**config.mk**
```make
export PLATFORM = sky130hd
export DESIGN_NAME = ccr_regs
export DESIGN_NICKNAME = d
export VERILOG_FILES = /design/src/ccr_pkg.sv /design/src/ccr_regs.sv
export SDC_FILE = /design/constraint.sdc
export NUM_CORES = 1
export LEC_CHECK = 0
export BUFFER_PORTS_ARGS = -buffer_cell sky130_fd_sc_hd__buf_2
export CAP_MARGIN = 20
export CORE_MARGIN = 5
export CORE_UTILIZATION = 59
export CTS_CLUSTER_DIAMETER = 150
export DETAILED_ROUTE_END_ITERATION = 8
export PLACE_DENSITY = 0.77
export SETUP_SLACK_MARGIN = 0.1
export SLEW_MARGIN = 15
export SYNTH_ARGS = -nofsm -noshare
export SYNTH_HDL_FRONTEND = slang
export SYNTH_SLANG_ARGS = --single-unit
```
**constraint.sdc**
```tcl
create_clock -name mclk -period 2.4 [get_ports mclk]
set_input_delay 0.36 -clock mclk [delete_from_list [all_inputs] [get_ports mclk]]
set_output_delay 0.36 -clock mclk [all_outputs]
set_load 0.1 [all_outputs]
```
**src/ccr_pkg.sv**
```systemverilog
// Constants for the clock generator control register bank.
// Assumes a byte-wide register map reached through an SMBus slave port.
package ccr_pkg;

  // Register byte offsets
  localparam logic [6:0] CCR_OFS_CLK_ENABLE_C   = 7'h02;
  localparam logic [6:0] CCR_OFS_STOP_ELIG      = 7'h03;
  localparam logic [6:0] CCR_OFS_CPU_PD_DRIVE   = 7'h04;
  localparam logic [6:0] CCR_OFS_REF_DRIVE_MODE = 7'h05;
  localparam logic [6:0] CCR_OFS_TEST_STOP      = 7'h06;

  // Field positions
  localparam int CCR_BIT_CLK48_EN     = 0;
  localparam int CCR_BIT_CPU_PD_LO    = 4;
  localparam int CCR_BIT_REF_STOP_TS  = 6;
  localparam int CCR_BIT_REF_PD_TS    = 5;
  localparam int CCR_BIT_TEST_SEL     = 7;
  localparam int CCR_BIT_TEST_MODE    = 6;
  localparam int CCR_BIT_REF_STRONG   = 4;
  localparam int CCR_BIT_SW_RUN       = 3;
  localparam int CCR_BIT_CMD_BYTE     = 7;

  // Power-up values
  localparam logic       CCR_RST_CLK48_EN   = 1'b1;
  localparam logic [7:0] CCR_RST_STOP_ELIG  = 8'h00;
  localparam logic [3:0] CCR_RST_CPU_PD     = 4'h0;
  localparam logic       CCR_RST_REF_STOP_TS = 1'b0;
  localparam logic       CCR_RST_REF_PD_TS  = 1'b0;
  localparam logic       CCR_RST_TEST_SEL   = 1'b0;
  localparam logic       CCR_RST_TEST_MODE  = 1'b0;
  localparam logic       CCR_RST_REF_STRONG = 1'b1;
  localparam logic       CCR_RST_SW_RUN     = 1'b1;

  // Bus constants
  localparam logic [6:0] CCR_SLAVE_ADDR  = 7'h69;
  localparam logic [7:0] CCR_BLOCK_COUNT = 8'h08;
  localparam logic [3:0] CCR_BITS_BYTE   = 4'h8;

  typedef enum logic [2:0] {
    CCR_IDLE  = 3'b000,
    CCR_ADDR  = 3'b001,
    CCR_WBYTE = 3'b011,
    CCR_ACK   = 3'b010,
    CCR_RBYTE = 3'b110,
    CCR_RACK  = 3'b111
  } ccr_state_t;

  typedef enum logic [1:0] {
    CCR_PH_CMD   = 2'h0,
    CCR_PH_COUNT = 2'h1,
    CCR_PH_DATA  = 2'h2
  } ccr_phase_t;

endpackage : ccr_pkg

```
**src/ccr_regs.sv**
```systemverilog
// Control register bytes 2 to 6 of a clock generator, with its SMBus slave port.
// Assumes SMBus clock and data inputs are synchronous to mclk and held for
// several mclk cycles per level; data pin is open drain, driven low when oe is high.
//
// Summary of operation
// Byte 2 bit 0 enables the 48 MHz output; powers up enabled.
// Byte 3 bits 7..5 make free-running bus clocks stoppable; power up 0.
// Byte 3 bits 4..0 make reference pairs stoppable; power up 0.
// Byte 4 bits 7..4 pick CPU pair power-down mode: driven or tri-state.
// Byte 5 bit 6 picks stopped reference pair mode: driven or tri-state.
// Byte 5 bit 5 picks power-down mode of all reference pairs.
// Byte 6 bit 6 enters test clock mode; powers up normal.
// Byte 6 bit 7 picks test output: tri-state or divided reference.
// Byte 6 bit 4 sets reference output drive strength; powers up high.
// Writing 0 to byte 6 bit 3 halts stoppable clocks cleanly.
// Writing 1 to byte 6 bit 3 restarts halted clocks; powers up 1.
// Byte 6 bits 2..0 read frequency-select pins caught at power good.
// Command bit 7 picks block (0) or byte (1); in byte mode bits 6..0 give offset, block starts at 0.
// Power-down drive mode 0 holds true pin high, complement tri-stated.
// Host writes 0 to set-to-zero reserved bits, ignores other reserved reads.
// Host writes never change the caught frequency-select bits.
`timescale 1ns/1ps

module ccr_regs
  import ccr_pkg::*;
#(
  parameter logic [6:0] SLAVE_ADDR = CCR_SLAVE_ADDR
)(
  input  wire logic       mclk,
  input  wire logic       reset,
  input  wire logic       smb_clk_in,
  input  wire logic       smb_data_in,
  output logic            smb_data_out,
  output logic            smb_data_oe,
  input  wire logic       freq_select_0,
  input  wire logic       freq_select_1,
  input  wire logic       freq_select_2,
  input  wire logic       power_good_n,
  input  wire logic       power_down_in,
  output logic            clk48_out_en,
  output logic [2:0]      free_running_bus_clk_stoppable,
  output logic [4:0]      sys_ref_pair_stoppable,
  output logic [3:0]      cpu_pair_pd_tristate,
  output logic            sys_ref_pair_stop_tristate,
  output logic            sys_ref_pair_pd_tristate,
  output logic [3:0]      cpu_pair_pd_true_high,
  output logic            sys_ref_pair_pd_true_high,
  output logic            test_clk_mode,
  output logic            test_clk_div_ref,
  output logic            ref_drive_high,
  output logic            bus_clk_halt_n,
  output logic [2:0]      freq_select_latched
);

  typedef struct packed {
    ccr_state_t st;
    ccr_phase_t ph;
    logic       scl_q;
    logic       sda_q;
    logic [7:0] shift;
    logic [3:0] bitcnt;
    logic       rd;
    logic       cnt_pend;
    logic [6:0] ptr;
    logic       sda_oe;
    logic       clk48_en;
    logic [7:0] stop_elig;
    logic [3:0] cpu_pd;
    logic       ref_stop_ts;
    logic       ref_pd_ts;
    logic       test_sel;
    logic       test_mode;
    logic       ref_strong;
    logic       sw_run;
    logic [2:0] fs;
    logic       fs_caught;
    logic [3:0] cpu_hold;
    logic       ref_hold;
  } ccr_state_s_t;

  ccr_state_s_t s_reg;
  ccr_state_s_t s_next;

  logic       scl_rise;
  logic       scl_fall;
  logic       start_seen;
  logic       stop_seen;
  logic [7:0] rd_byte;

  assign scl_rise   = smb_clk_in & ~s_reg.scl_q;
  assign scl_fall   = ~smb_clk_in & s_reg.scl_q;
  assign start_seen = smb_clk_in & s_reg.scl_q & s_reg.sda_q & ~smb_data_in;
  assign stop_seen  = smb_clk_in & s_reg.scl_q & ~s_reg.sda_q & smb_data_in;

  // Read-back value of the byte at the pointer; bits of other banks read zero
  always_comb
  begin
    rd_byte = 8'h00;
    if (s_reg.ptr == CCR_OFS_CLK_ENABLE_C)
    begin
      rd_byte[CCR_BIT_CLK48_EN] = s_reg.clk48_en;
    end
    else if (s_reg.ptr == CCR_OFS_STOP_ELIG)
    begin
      rd_byte = s_reg.stop_elig;
    end
    else if (s_reg.ptr == CCR_OFS_CPU_PD_DRIVE)
    begin
      rd_byte[7:CCR_BIT_CPU_PD_LO] = s_reg.cpu_pd;
    end
    else if (s_reg.ptr == CCR_OFS_REF_DRIVE_MODE)
    begin
      rd_byte[CCR_BIT_REF_STOP_TS] = s_reg.ref_stop_ts;
      rd_byte[CCR_BIT_REF_PD_TS]   = s_reg.ref_pd_ts;
    end
    else if (s_reg.ptr == CCR_OFS_TEST_STOP)
    begin
      rd_byte[CCR_BIT_TEST_SEL]   = s_reg.test_sel;
      rd_byte[CCR_BIT_TEST_MODE]  = s_reg.test_mode;
      rd_byte[CCR_BIT_REF_STRONG] = s_reg.ref_strong;
      rd_byte[CCR_BIT_SW_RUN]     = s_reg.sw_run;
      rd_byte[2:0]                = s_reg.fs;
    end
  end

  always_comb
  begin
    s_next       = s_reg;
    s_next.scl_q = smb_clk_in;
    s_next.sda_q = smb_data_in;

    // Straps caught once, when power good is first seen low
    if (!s_reg.fs_caught && !power_good_n)
    begin
      s_next.fs        = {freq_select_2, freq_select_1, freq_select_0};
      s_next.fs_caught = 1'b1;
    end

    if (stop_seen)
    begin
      s_next.st     = CCR_IDLE;
      s_next.sda_oe = 1'b0;
    end
    else if (start_seen)
    begin
      s_next.st     = CCR_ADDR;
      s_next.bitcnt = 4'h0;
      s_next.sda_oe = 1'b0;
    end
    else
    begin
      case (s_reg.st)
        CCR_ADDR, CCR_WBYTE:
        begin
          if (scl_rise)
          begin
            s_next.shift  = {s_reg.shift[6:0], smb_data_in};
            s_next.bitcnt = s_reg.bitcnt + 4'h1;
          end
          else if (scl_fall && s_reg.bitcnt == CCR_BITS_BYTE)
          begin
            s_next.st     = CCR_ACK;
            s_next.sda_oe = 1'b1;
            if (s_reg.st == CCR_ADDR)
            begin
              if (s_reg.shift[7:1] == SLAVE_ADDR)
              begin
                s_next.rd = s_reg.shift[0];
                s_next.ph = s_reg.shift[0] ? s_reg.ph : CCR_PH_CMD;
              end
              else
              begin
                s_next.st     = CCR_IDLE;
                s_next.sda_oe = 1'b0;
              end
            end
            else if (s_reg.ph == CCR_PH_CMD)
            begin
              s_next.cnt_pend = ~s_reg.shift[CCR_BIT_CMD_BYTE];
              s_next.ptr      = s_reg.shift[CCR_BIT_CMD_BYTE] ? s_reg.shift[6:0] : 7'h00;
              s_next.ph       = s_reg.shift[CCR_BIT_CMD_BYTE] ? CCR_PH_DATA : CCR_PH_COUNT;
            end
            else if (s_reg.ph == CCR_PH_COUNT)
            begin
              s_next.ph       = CCR_PH_DATA;
              s_next.cnt_pend = 1'b0;
            end
            else
            begin
              s_next.ptr = s_reg.ptr + 7'h01;
              if (s_reg.ptr == CCR_OFS_CLK_ENABLE_C)
              begin
                s_next.clk48_en = s_reg.shift[CCR_BIT_CLK48_EN];
              end
              else if (s_reg.ptr == CCR_OFS_STOP_ELIG)
              begin
                s_next.stop_elig = s_reg.shift;
              end
              else if (s_reg.ptr == CCR_OFS_CPU_PD_DRIVE)
              begin
                s_next.cpu_pd = s_reg.shift[7:CCR_BIT_CPU_PD_LO];
              end
              else if (s_reg.ptr == CCR_OFS_REF_DRIVE_MODE)
              begin
                s_next.ref_stop_ts = s_reg.shift[CCR_BIT_REF_STOP_TS];
                s_next.ref_pd_ts   = s_reg.shift[CCR_BIT_REF_PD_TS];
              end
              else if (s_reg.ptr == CCR_OFS_TEST_STOP)
              begin
                s_next.test_sel   = s_reg.shift[CCR_BIT_TEST_SEL];
                s_next.test_mode  = s_reg.shift[CCR_BIT_TEST_MODE];
                s_next.ref_strong = s_reg.shift[CCR_BIT_REF_STRONG];
                s_next.sw_run     = s_reg.shift[CCR_BIT_SW_RUN];
              end
            end
          end
        end
        CCR_ACK:
        begin
          if (scl_fall)
          begin
            s_next.bitcnt = 4'h0;
            s_next.sda_oe = 1'b0;
            s_next.st     = CCR_WBYTE;
            if (s_reg.rd)
            begin
              s_next.st = CCR_RBYTE;
              if (s_reg.cnt_pend)
              begin
                s_next.shift    = {CCR_BLOCK_COUNT[6:0], 1'b0};
                s_next.sda_oe   = ~CCR_BLOCK_COUNT[7];
                s_next.cnt_pend = 1'b0;
              end
              else
              begin
                s_next.shift  = {rd_byte[6:0], 1'b0};
                s_next.sda_oe = ~rd_byte[7];
                s_next.ptr    = s_reg.ptr + 7'h01;
              end
              s_next.bitcnt = 4'h1;
            end
          end
        end
        CCR_RBYTE:
        begin
          if (scl_fall)
          begin
            if (s_reg.bitcnt == CCR_BITS_BYTE)
            begin
              s_next.sda_oe = 1'b0;
              s_next.st     = CCR_RACK;
            end
            else
            begin
              s_next.sda_oe = ~s_reg.shift[7];
              s_next.shift  = {s_reg.shift[6:0], 1'b0};
              s_next.bitcnt = s_reg.bitcnt + 4'h1;
            end
          end
        end
        CCR_RACK:
        begin
          // Host not-acknowledge ends the read; acknowledge loads the next byte on the fall
          if (scl_rise && smb_data_in)
          begin
            s_next.st = CCR_IDLE;
          end
          else if (scl_fall)
          begin
            s_next.st     = CCR_RBYTE;
            s_next.shift  = {rd_byte[6:0], 1'b0};
            s_next.sda_oe = ~rd_byte[7];
            s_next.ptr    = s_reg.ptr + 7'h01;
            s_next.bitcnt = 4'h1;
          end
        end
        default:
        begin
          s_next.st = CCR_IDLE;
        end
      endcase
    end

    // Power-down hold: true pin driven high when drive mode is 0
    s_next.cpu_hold = {4{power_down_in}} & ~s_reg.cpu_pd;
    s_next.ref_hold = power_down_in & ~s_reg.ref_pd_ts;
  end

  always_ff @(posedge mclk)
  begin
    if (reset)
    begin
      s_reg             <= '0;
      s_reg.st          <= CCR_IDLE;
      s_reg.ph          <= CCR_PH_CMD;
      s_reg.scl_q       <= 1'b1;
      s_reg.sda_q       <= 1'b1;
      s_reg.clk48_en    <= CCR_RST_CLK48_EN;
      s_reg.stop_elig   <= CCR_RST_STOP_ELIG;
      s_reg.cpu_pd      <= CCR_RST_CPU_PD;
      s_reg.ref_stop_ts <= CCR_RST_REF_STOP_TS;
      s_reg.ref_pd_ts   <= CCR_RST_REF_PD_TS;
      s_reg.test_sel    <= CCR_RST_TEST_SEL;
      s_reg.test_mode   <= CCR_RST_TEST_MODE;
      s_reg.ref_strong  <= CCR_RST_REF_STRONG;
      s_reg.sw_run      <= CCR_RST_SW_RUN;
    end
    else
    begin
      s_reg <= s_next;
    end
  end

  assign smb_data_out                   = 1'b0;
  assign smb_data_oe                    = s_reg.sda_oe;
  assign clk48_out_en                   = s_reg.clk48_en;
  assign free_running_bus_clk_stoppable = s_reg.stop_elig[7:5];
  assign sys_ref_pair_stoppable         = s_reg.stop_elig[4:0];
  assign cpu_pair_pd_tristate           = s_reg.cpu_pd;
  assign sys_ref_pair_stop_tristate     = s_reg.ref_stop_ts;
  assign sys_ref_pair_pd_tristate       = s_reg.ref_pd_ts;
  assign cpu_pair_pd_true_high          = s_reg.cpu_hold;
  assign sys_ref_pair_pd_true_high      = s_reg.ref_hold;
  assign test_clk_mode                  = s_reg.test_mode;
  assign test_clk_div_ref               = s_reg.test_sel;
  assign ref_drive_high                 = s_reg.ref_strong;
  // Clock gating downstream halts only at a low phase, so no runt pulse
  assign bus_clk_halt_n                 = s_reg.sw_run;
  assign freq_select_latched            = s_reg.fs;

endmodule : ccr_regs

```
==> flow_summary.yaml, run 1 <==
setup_path:
  cp.arrival_ns: 2.35
  crit_chain: "ha_1 > nor2b_1 > and2_0 > and4bb_1 > buf_4 > mux2i_1 > nor2_1"
  r2r_setup_slack_ns: 0.27
  critPathKind: "flip-flop to flip-flop"
  crit_path_top_delay_cell: "dfxtp_1"
  cp-startpoint: "s_reg[30]"
  regToRegStartpoint: "s_reg[30]"
  required_ns: 2.62
  endpoint_kind: "flip-flop"
  crit_path_max_incr_delay_ns: 0.42
  critPathLaunchType: "flip-flop"
  reg2regPathDepth: 7
  crit_fanout: 8
clocking:
  clock-root-buffer: "clkbuf_8"
  clock-sinks: 57
  clk_pin_slew_worst_paths_ns: 0.07
  cts_buffers: 9
  htreeDepth: 3
  cts_tree: "built"
  clock_latency_ns: 0.34
  cts_setup_buffers: 0
  clockBufferDepth: 2
sta:
  skew_ns: 0.0134
  fin_hold_ws_ns: 0.252
  tightestPinTransition_ns: 0.835
  fmax_mhz: 468
  rsz0062_at_grt: "no"
  finalHoldViolations: 0
  period_share: 0.889
  slew_viol_final: 0
  setup_violations: 0
  finalSetupTns_ns: 0
  min_period_ns: 2.13
  max_slew_margin: 0.438
floorplan:
  initial_core_util: 0.607
  core_mm2: 0.00551
  die_w_um: 85.3
  die_h_um: 85.3
  rows: 27
  dieArea_mm2: 0.00727
  io_pins: 38
drt:
  drt_iter0_markers: 235
  via_per_inst: 6.36
  firstDrtPassIters: 5
  via_count: 3192
  wirelength_um: 8840
  antenna_left: 0
  drc: 0
  wl_per_cell_um: 17.6
logic_synthesis:
  synth-simple-area-share: 0.267
  yosys.area_share.adder: 0.0225
  synth-xor-area-share: 0.0157
  synth_area_leaders: "dfxtp_1 34%, mux2i_1 6.3%, nor2_1 6.1%"
  syn-mean-instance-area_um2: 8.23
  synthCells: 406
  synth_edf_count: 0
  synth_top_family_by_area: "simple AND/OR/NAND/NOR gates"
  yosysTopAreaCellShare: 0.341
  seq_area_frac_synth: 0.341
  yosysTopAreaCell: "dfxtp_1"
  async_flop_share: 0
  yosysWarnings: 0
  ys_ff_latch: 57
  ys_types: 62
  synth_compound_area_frac: 0.199
  syn_area_mm2: 0.00334
  yosys_most_used_dff: "dfxtp_1"
  synth_nets: 421
  synthMuxAreaShare: 0.0629
cells_and_area:
  utilization: 0.673
  fin_cells: 502
  drive_gt1_frac: 0.195
  largest_reg_flops: 29
  area_growth_pct: 11.0
  fin_nets: 440
  diodes: 0
place:
  portBuffers: 36
  place_congestion: 0.960
  dpl.hpwl_um: 6120
  place_inst: 485
worst_hold_path:
  min_path_type: "input port to flip-flop"
  hold_depth: 2
  holdCritStartpoint: "power_good_n"
power:
  powerDensity_mw_per_mm2: 549
  ir_worst_vdd_uv: 488
  total_power_uw: 2040
  total_leakage_power_uw: 0.00137
global_routing:
  track_usage: 0.247
  grt_max_degree: 42
  antenna_found_initial: 0
  grt_pass1_wl_um: 14500
  grt-ovfl-total: 0
  grt_pass1_vias: 3004
outcome:
  status: "finished clean"
run:
  cap_violations: 0
worst max-delay path, delay by kind of cell (launching register included):
kind | cells | cell delay [ns]
and+or+nand+nor | 4 | 0.87
DFF | 1 | 0.42
adders and majority gates | 1 | 0.30
muxes | 1 | 0.24
buffers and inverters | 1 | 0.19
cell usage after synthesis (all sizes together), types with 3 or more instances:
cell type   n
a2111oi     5
a211oi     10
a21oi      24
a22oi       6
a311oi      3
a31oi       4
a32oi       3
and2        4
and3        3
and3b       4
buf        30
clkbuf     16
dfxtp      57
ha          6
inv         8
mux2i      21
nand2      27
nand2b     10
nand3      15
nand3b      4
nor2       54
nor2b       9
nor3        6
nor3b       4
nor4bb      5
o211a       3
o21ai      19
o221ai      3
o2bb2ai     4
or2         5
xnor2       6
routing by layer:
| layer | up-vias | global-route usage | routed length [um] |
|---|---|---|---|
| met5 | - | 0 | 0 |
| met3 | 34 | 0.0748 | 757 |
| li1 | 1484 | - | - |
| met1 | 1531 | 0.316 | 3780 |
| met2 | 143 | 0.383 | 4040 |
| met4 | 0 | 0.111 | 259 |
timing repair:
item / in CTS / in global routing
gates resized for setup: 0 / 8
hold buffers: 0 / 0
setup endpoints to repair: 0 / 10
layout make-up:
cell class | instances | area (um^2)
Multi-Input combinational cell | 296 | 1950
Fill cell | 481 | 1800
Sequential cell | 57 | 1140
Timing Repair Buffer | 53 | 308
Clock buffer | 11 | 131
Tap cell | 72 | 90.1
Clock inverter | 5 | 56.3
Inverter | 8 | 30.0
path summary, 6_finish.rpt:
check,endpoint
setup / recovery,free_running_bus_clk_stoppable[2]
hold reg to reg,sys_ref_pair_pd_true_high
hold / removal,s_reg[5]
setup reg to reg,free_running_bus_clk_stoppable[2]
metrics by stage:
stage	cell area, um^2	worst slack, ns
2_1_floorplan	3340	0.383
3_3_place_gp	3470	0.296
3_5_place_dp	3470	0.199
4_1_cts	3660	0.174
5_1_grt	3710	0.127
6_report	3710	0.265
report_power, final:
part / total, uW / internal, uW / leakage [uW] / switching [uW]
registers: 980 / 963 / 0.000463 / 17.6
clock network: 879 / 478 / 0.0000933 / 401
logic: 176 / 44.9 / 0.000809 / 132
total: 2040 / 1490 / 0.00137 / 550
placed cells by master, fill, tap and decap left out, types with 6 or more instances in the layout:
cell,n
a211oi_1,9
a21oi_1,24
a22oi_1,6
buf_2,36
buf_4,17
clkbuf_8,9
dfxtp_1,56
ha_1,6
inv_1,8
mux2i_1,21
nand2_1,27
nand2b_1,10
nand3_1,15
nor2_1,54
nor2b_1,9
o21ai_0,16
xnor2_1,6
cell families after synthesis:
| family | count (synthesis) |
|---|---|
| compound gates | 97 |
| xor+xnor | 6 |
| fa+ha+maj | 6 |
| buf+inv | 54 |
| flops | 57 |
| mux | 21 |
| other cells | 1 |
| simple gates | 164 |
Note: power is estimated with default switching activity, not from simulation.
==> inputs of run 2 (changes only) <==
Settings changed: ABC_AREA from default to 1, SLEW_MARGIN 15 to 40.
==> run 2 against run 1 <==
Die area increased by 8.5%. Power is 8.9% higher. Maximum frequency grew 1.8%. Area after synthesis rose by 9.6%. Clock power is 0.9% lower. Clock skew is 0.0049 ns lower. Largest cell class unchanged.
==> flow_summary.yaml, run 2 <==
setup_path:
  regToRegStartpoint: "s_reg[29]"
  critPathLaunchType: "flip-flop"
  rr_endpoint: "free_running_bus_clk_stoppable[2]"
  reg2regPathDepth: 10
  r2r_setup_slack_ns: 0.30
  required_ns: 2.63
  critPathKind: "flip-flop to flip-flop"
  endpoint_kind: "flip-flop"
  crit_fanout: 16
  cp.arrival_ns: 2.33
floorplan:
  dieArea_mm2: 0.00789
  io_pins: 38
  core_mm2: 0.00599
  die_w_um: 88.8
  initial_core_util: 0.612
  rows: 28
  die_h_um: 88.8
clocking:
  cts_tree: "built"
  htreeDepth: 3
  cts_resized: 0
  cts_buffers: 9
  clockBufferDepth: 2
  ctsHoldBuffers: 0
  clk_pin_slew_worst_paths_ns: 0.07
  clock_latency_ns: 0.35
  clock-sinks: 57
  clock-root-buffer: "clkbuf_8"
  cts_setup_buffers: 0
drt:
  antenna_left: 0
  wl_per_cell_um: 14.4
  wirelength_um: 9690
  drc: 0
  via_per_inst: 5.54
  firstDrtPassIters: 5
  drt_iter0_markers: 271
  via_count: 3717
logic_synthesis:
  yosysTopAreaCell: "dfxtp_1"
  yosysWarnings: 0
  synth_edf_count: 0
  synth_common_cells: "132 x nand2_1, 106 x nor2_1, 57 x dfxtp_1"
  async_flop_share: 0
  syn-mean-instance-area_um2: 6.40
  synth_nets: 587
  ys_types: 39
  seq_area_frac_synth: 0.311
  synth.most_common_cell: "nand2_1"
  synth_area_leaders: "dfxtp_1 31%, nand2_1 14%, nor2_1 11%"
  yosys_most_used_dff: "dfxtp_1"
  synthCells: 572
  syn_area_mm2: 0.00366
  yosysTopAreaCellShare: 0.311
  ys_ff_latch: 57
sta:
  skew_ns: 0.00850
  finalHoldViolations: 0
  fmax_mhz: 477
  rsz0062_at_grt: "no"
  min_period_ns: 2.10
  max_slew_margin: 0.630
  setup_violations: 0
  tightestPinTransition_ns: 0.555
  finalSetupTns_ns: 0
  slew_viol_final: 0
  period_share: 0.874
cells_and_area:
  diodes: 0
  multi_input_comb_area_mm2: 0.00203
  fin_area_mm2: 0.00393
  drive_gt1_frac: 0.158
  seqCellArea_mm2: 0.00114
  final_common_cell: "nand2_1"
  area_growth_pct: 7.14
  fillers: 566
  final_cell_mix: "132 x nand2_1, 106 x nor2_1, 57 x dfxtp_1"
  fin_nets: 606
  largest_reg_flops: 29
power:
  total_leakage_power_uw: 0.00181
  powerDensity_mw_per_mm2: 565
  ir_worst_vdd_uv: 303
global_routing:
  groute.layer.met1.usage: 0.345
  grt_max_degree: 38
  use_met2: 0.420
  grt_pass1_wl_um: 16100
  grt-ovfl-total: 0
  track_usage: 0.263
  met3_usage: 0.0577
  antenna_found_initial: 0
  grt_most_used_layer: "met2"
  grt_pass1_vias: 3382
place:
  dpl.hpwl_um: 7290
  place_congestion: 0.989
  portBuffers: 36
  place_area_mm2: 0.00373
worst_hold_path:
  holdCritStartpoint: "freq_select_0"
  min_to: "freq_select_latched[0]"
  hold_depth: 3
  min_path_type: "input port to flip-flop"
outcome:
  status: "finished clean"
run:
  cap_violations: 0
==> run 2: changes by cell type after synthesis, sizes merged, moves of 11 or more <==
cell	previous run	this run
clkbuf	16	5
inv	8	63
mux2i	21	0
nand2	27	138
nand3	15	45
nor2	54	121
o21ai	19	32
==> run 2: worst max-delay path by stage <==
| stage | startpoint | endpoint | slack [ns] | cells after the start |
|---|---|---|---|---|
| global placement | s_reg[29] | sys_ref_pair_stoppable[0] | 0.42 | 10 |
| CTS | s_reg[29] | free_running_bus_clk_stoppable[2] | 0.35 | 10 |
| floorplan | s_reg[29] | bus_clk_halt_n | 0.78 | 8 |
| finish | s_reg[29] | free_running_bus_clk_stoppable[2] | 0.30 | 10 |
| global route | s_reg[29] | free_running_bus_clk_stoppable[2] | 0.14 | 10 |
| detailed placement | s_reg[29] | free_running_bus_clk_stoppable[2] | 0.37 | 10 |
==> run 2: layout make-up <==
type	instances	area share
Inverter	65	0.0628
Clock inverter	3	0.00606
Tap cell	75	0.0239
Clock buffer	13	0.0430
Sequential cell	57	0.291
Timing Repair Buffer	42	0.0574
Multi-Input combinational cell	416	0.516
==> run 2: through the flow <==
step	util	setup WS (ns)	hold slack (ns)	total power (uW)	std cells
after floorplan	-	0.783	0.414	1300	572
after global placement	0.623	0.419	0.417	1360	655
after detailed placement	0.623	0.373	0.434	1360	655
after CTS	0.655	0.347	0.231	2220	671
after global routing	0.655	0.142	0.258	2320	671
final	0.655	0.302	0.236	2220	671
==> run 2: per-layer routing <==
| layer | share of wire | wire, um |
|---|---|---|
| met4 | 0.021 | 203 |
| met2 | 0.45 | 4370 |
| met3 | 0.088 | 848 |
| met5 | 0 | 0 |
| met1 | 0.44 | 4270 |
==> run 2: cells by family after synthesis <==
| group | Yosys count | share of synthesized area |
|---|---|---|
| other | 1 | 0.00102 |
| flip-flops | 57 | 0.311 |
| AND/OR/NAND/NOR | 328 | 0.401 |
| adder cells (fa/ha/maj) | 6 | 0.0205 |
| buffers and inverters | 99 | 0.136 |
| AO/OA/AOI/OAI | 76 | 0.118 |
| XOR/XNOR | 5 | 0.0120 |
==> run 2: worst max-delay path: stages (launching register included) <==
cell and delay (ns):
dfxtp_1 0.46, inv_1 0.11, ha_1 0.22, nand2_1 0.07, nor2_1 0.05, inv_1 0.28, nand2_1 0.14, inv_1 0.09
nand3_2 0.24, o21ai_0 0.27, a21oi_1 0.06
==> run 2: power by group <==
group	internal [uW]	switching, uW	total [uW]	leakage, uW
logic	83.1	246	329	0.00125
clock network	461	410	871	0.0000919
registers	979	36.0	1020	0.000464
total	1520	692	2220	0.00181
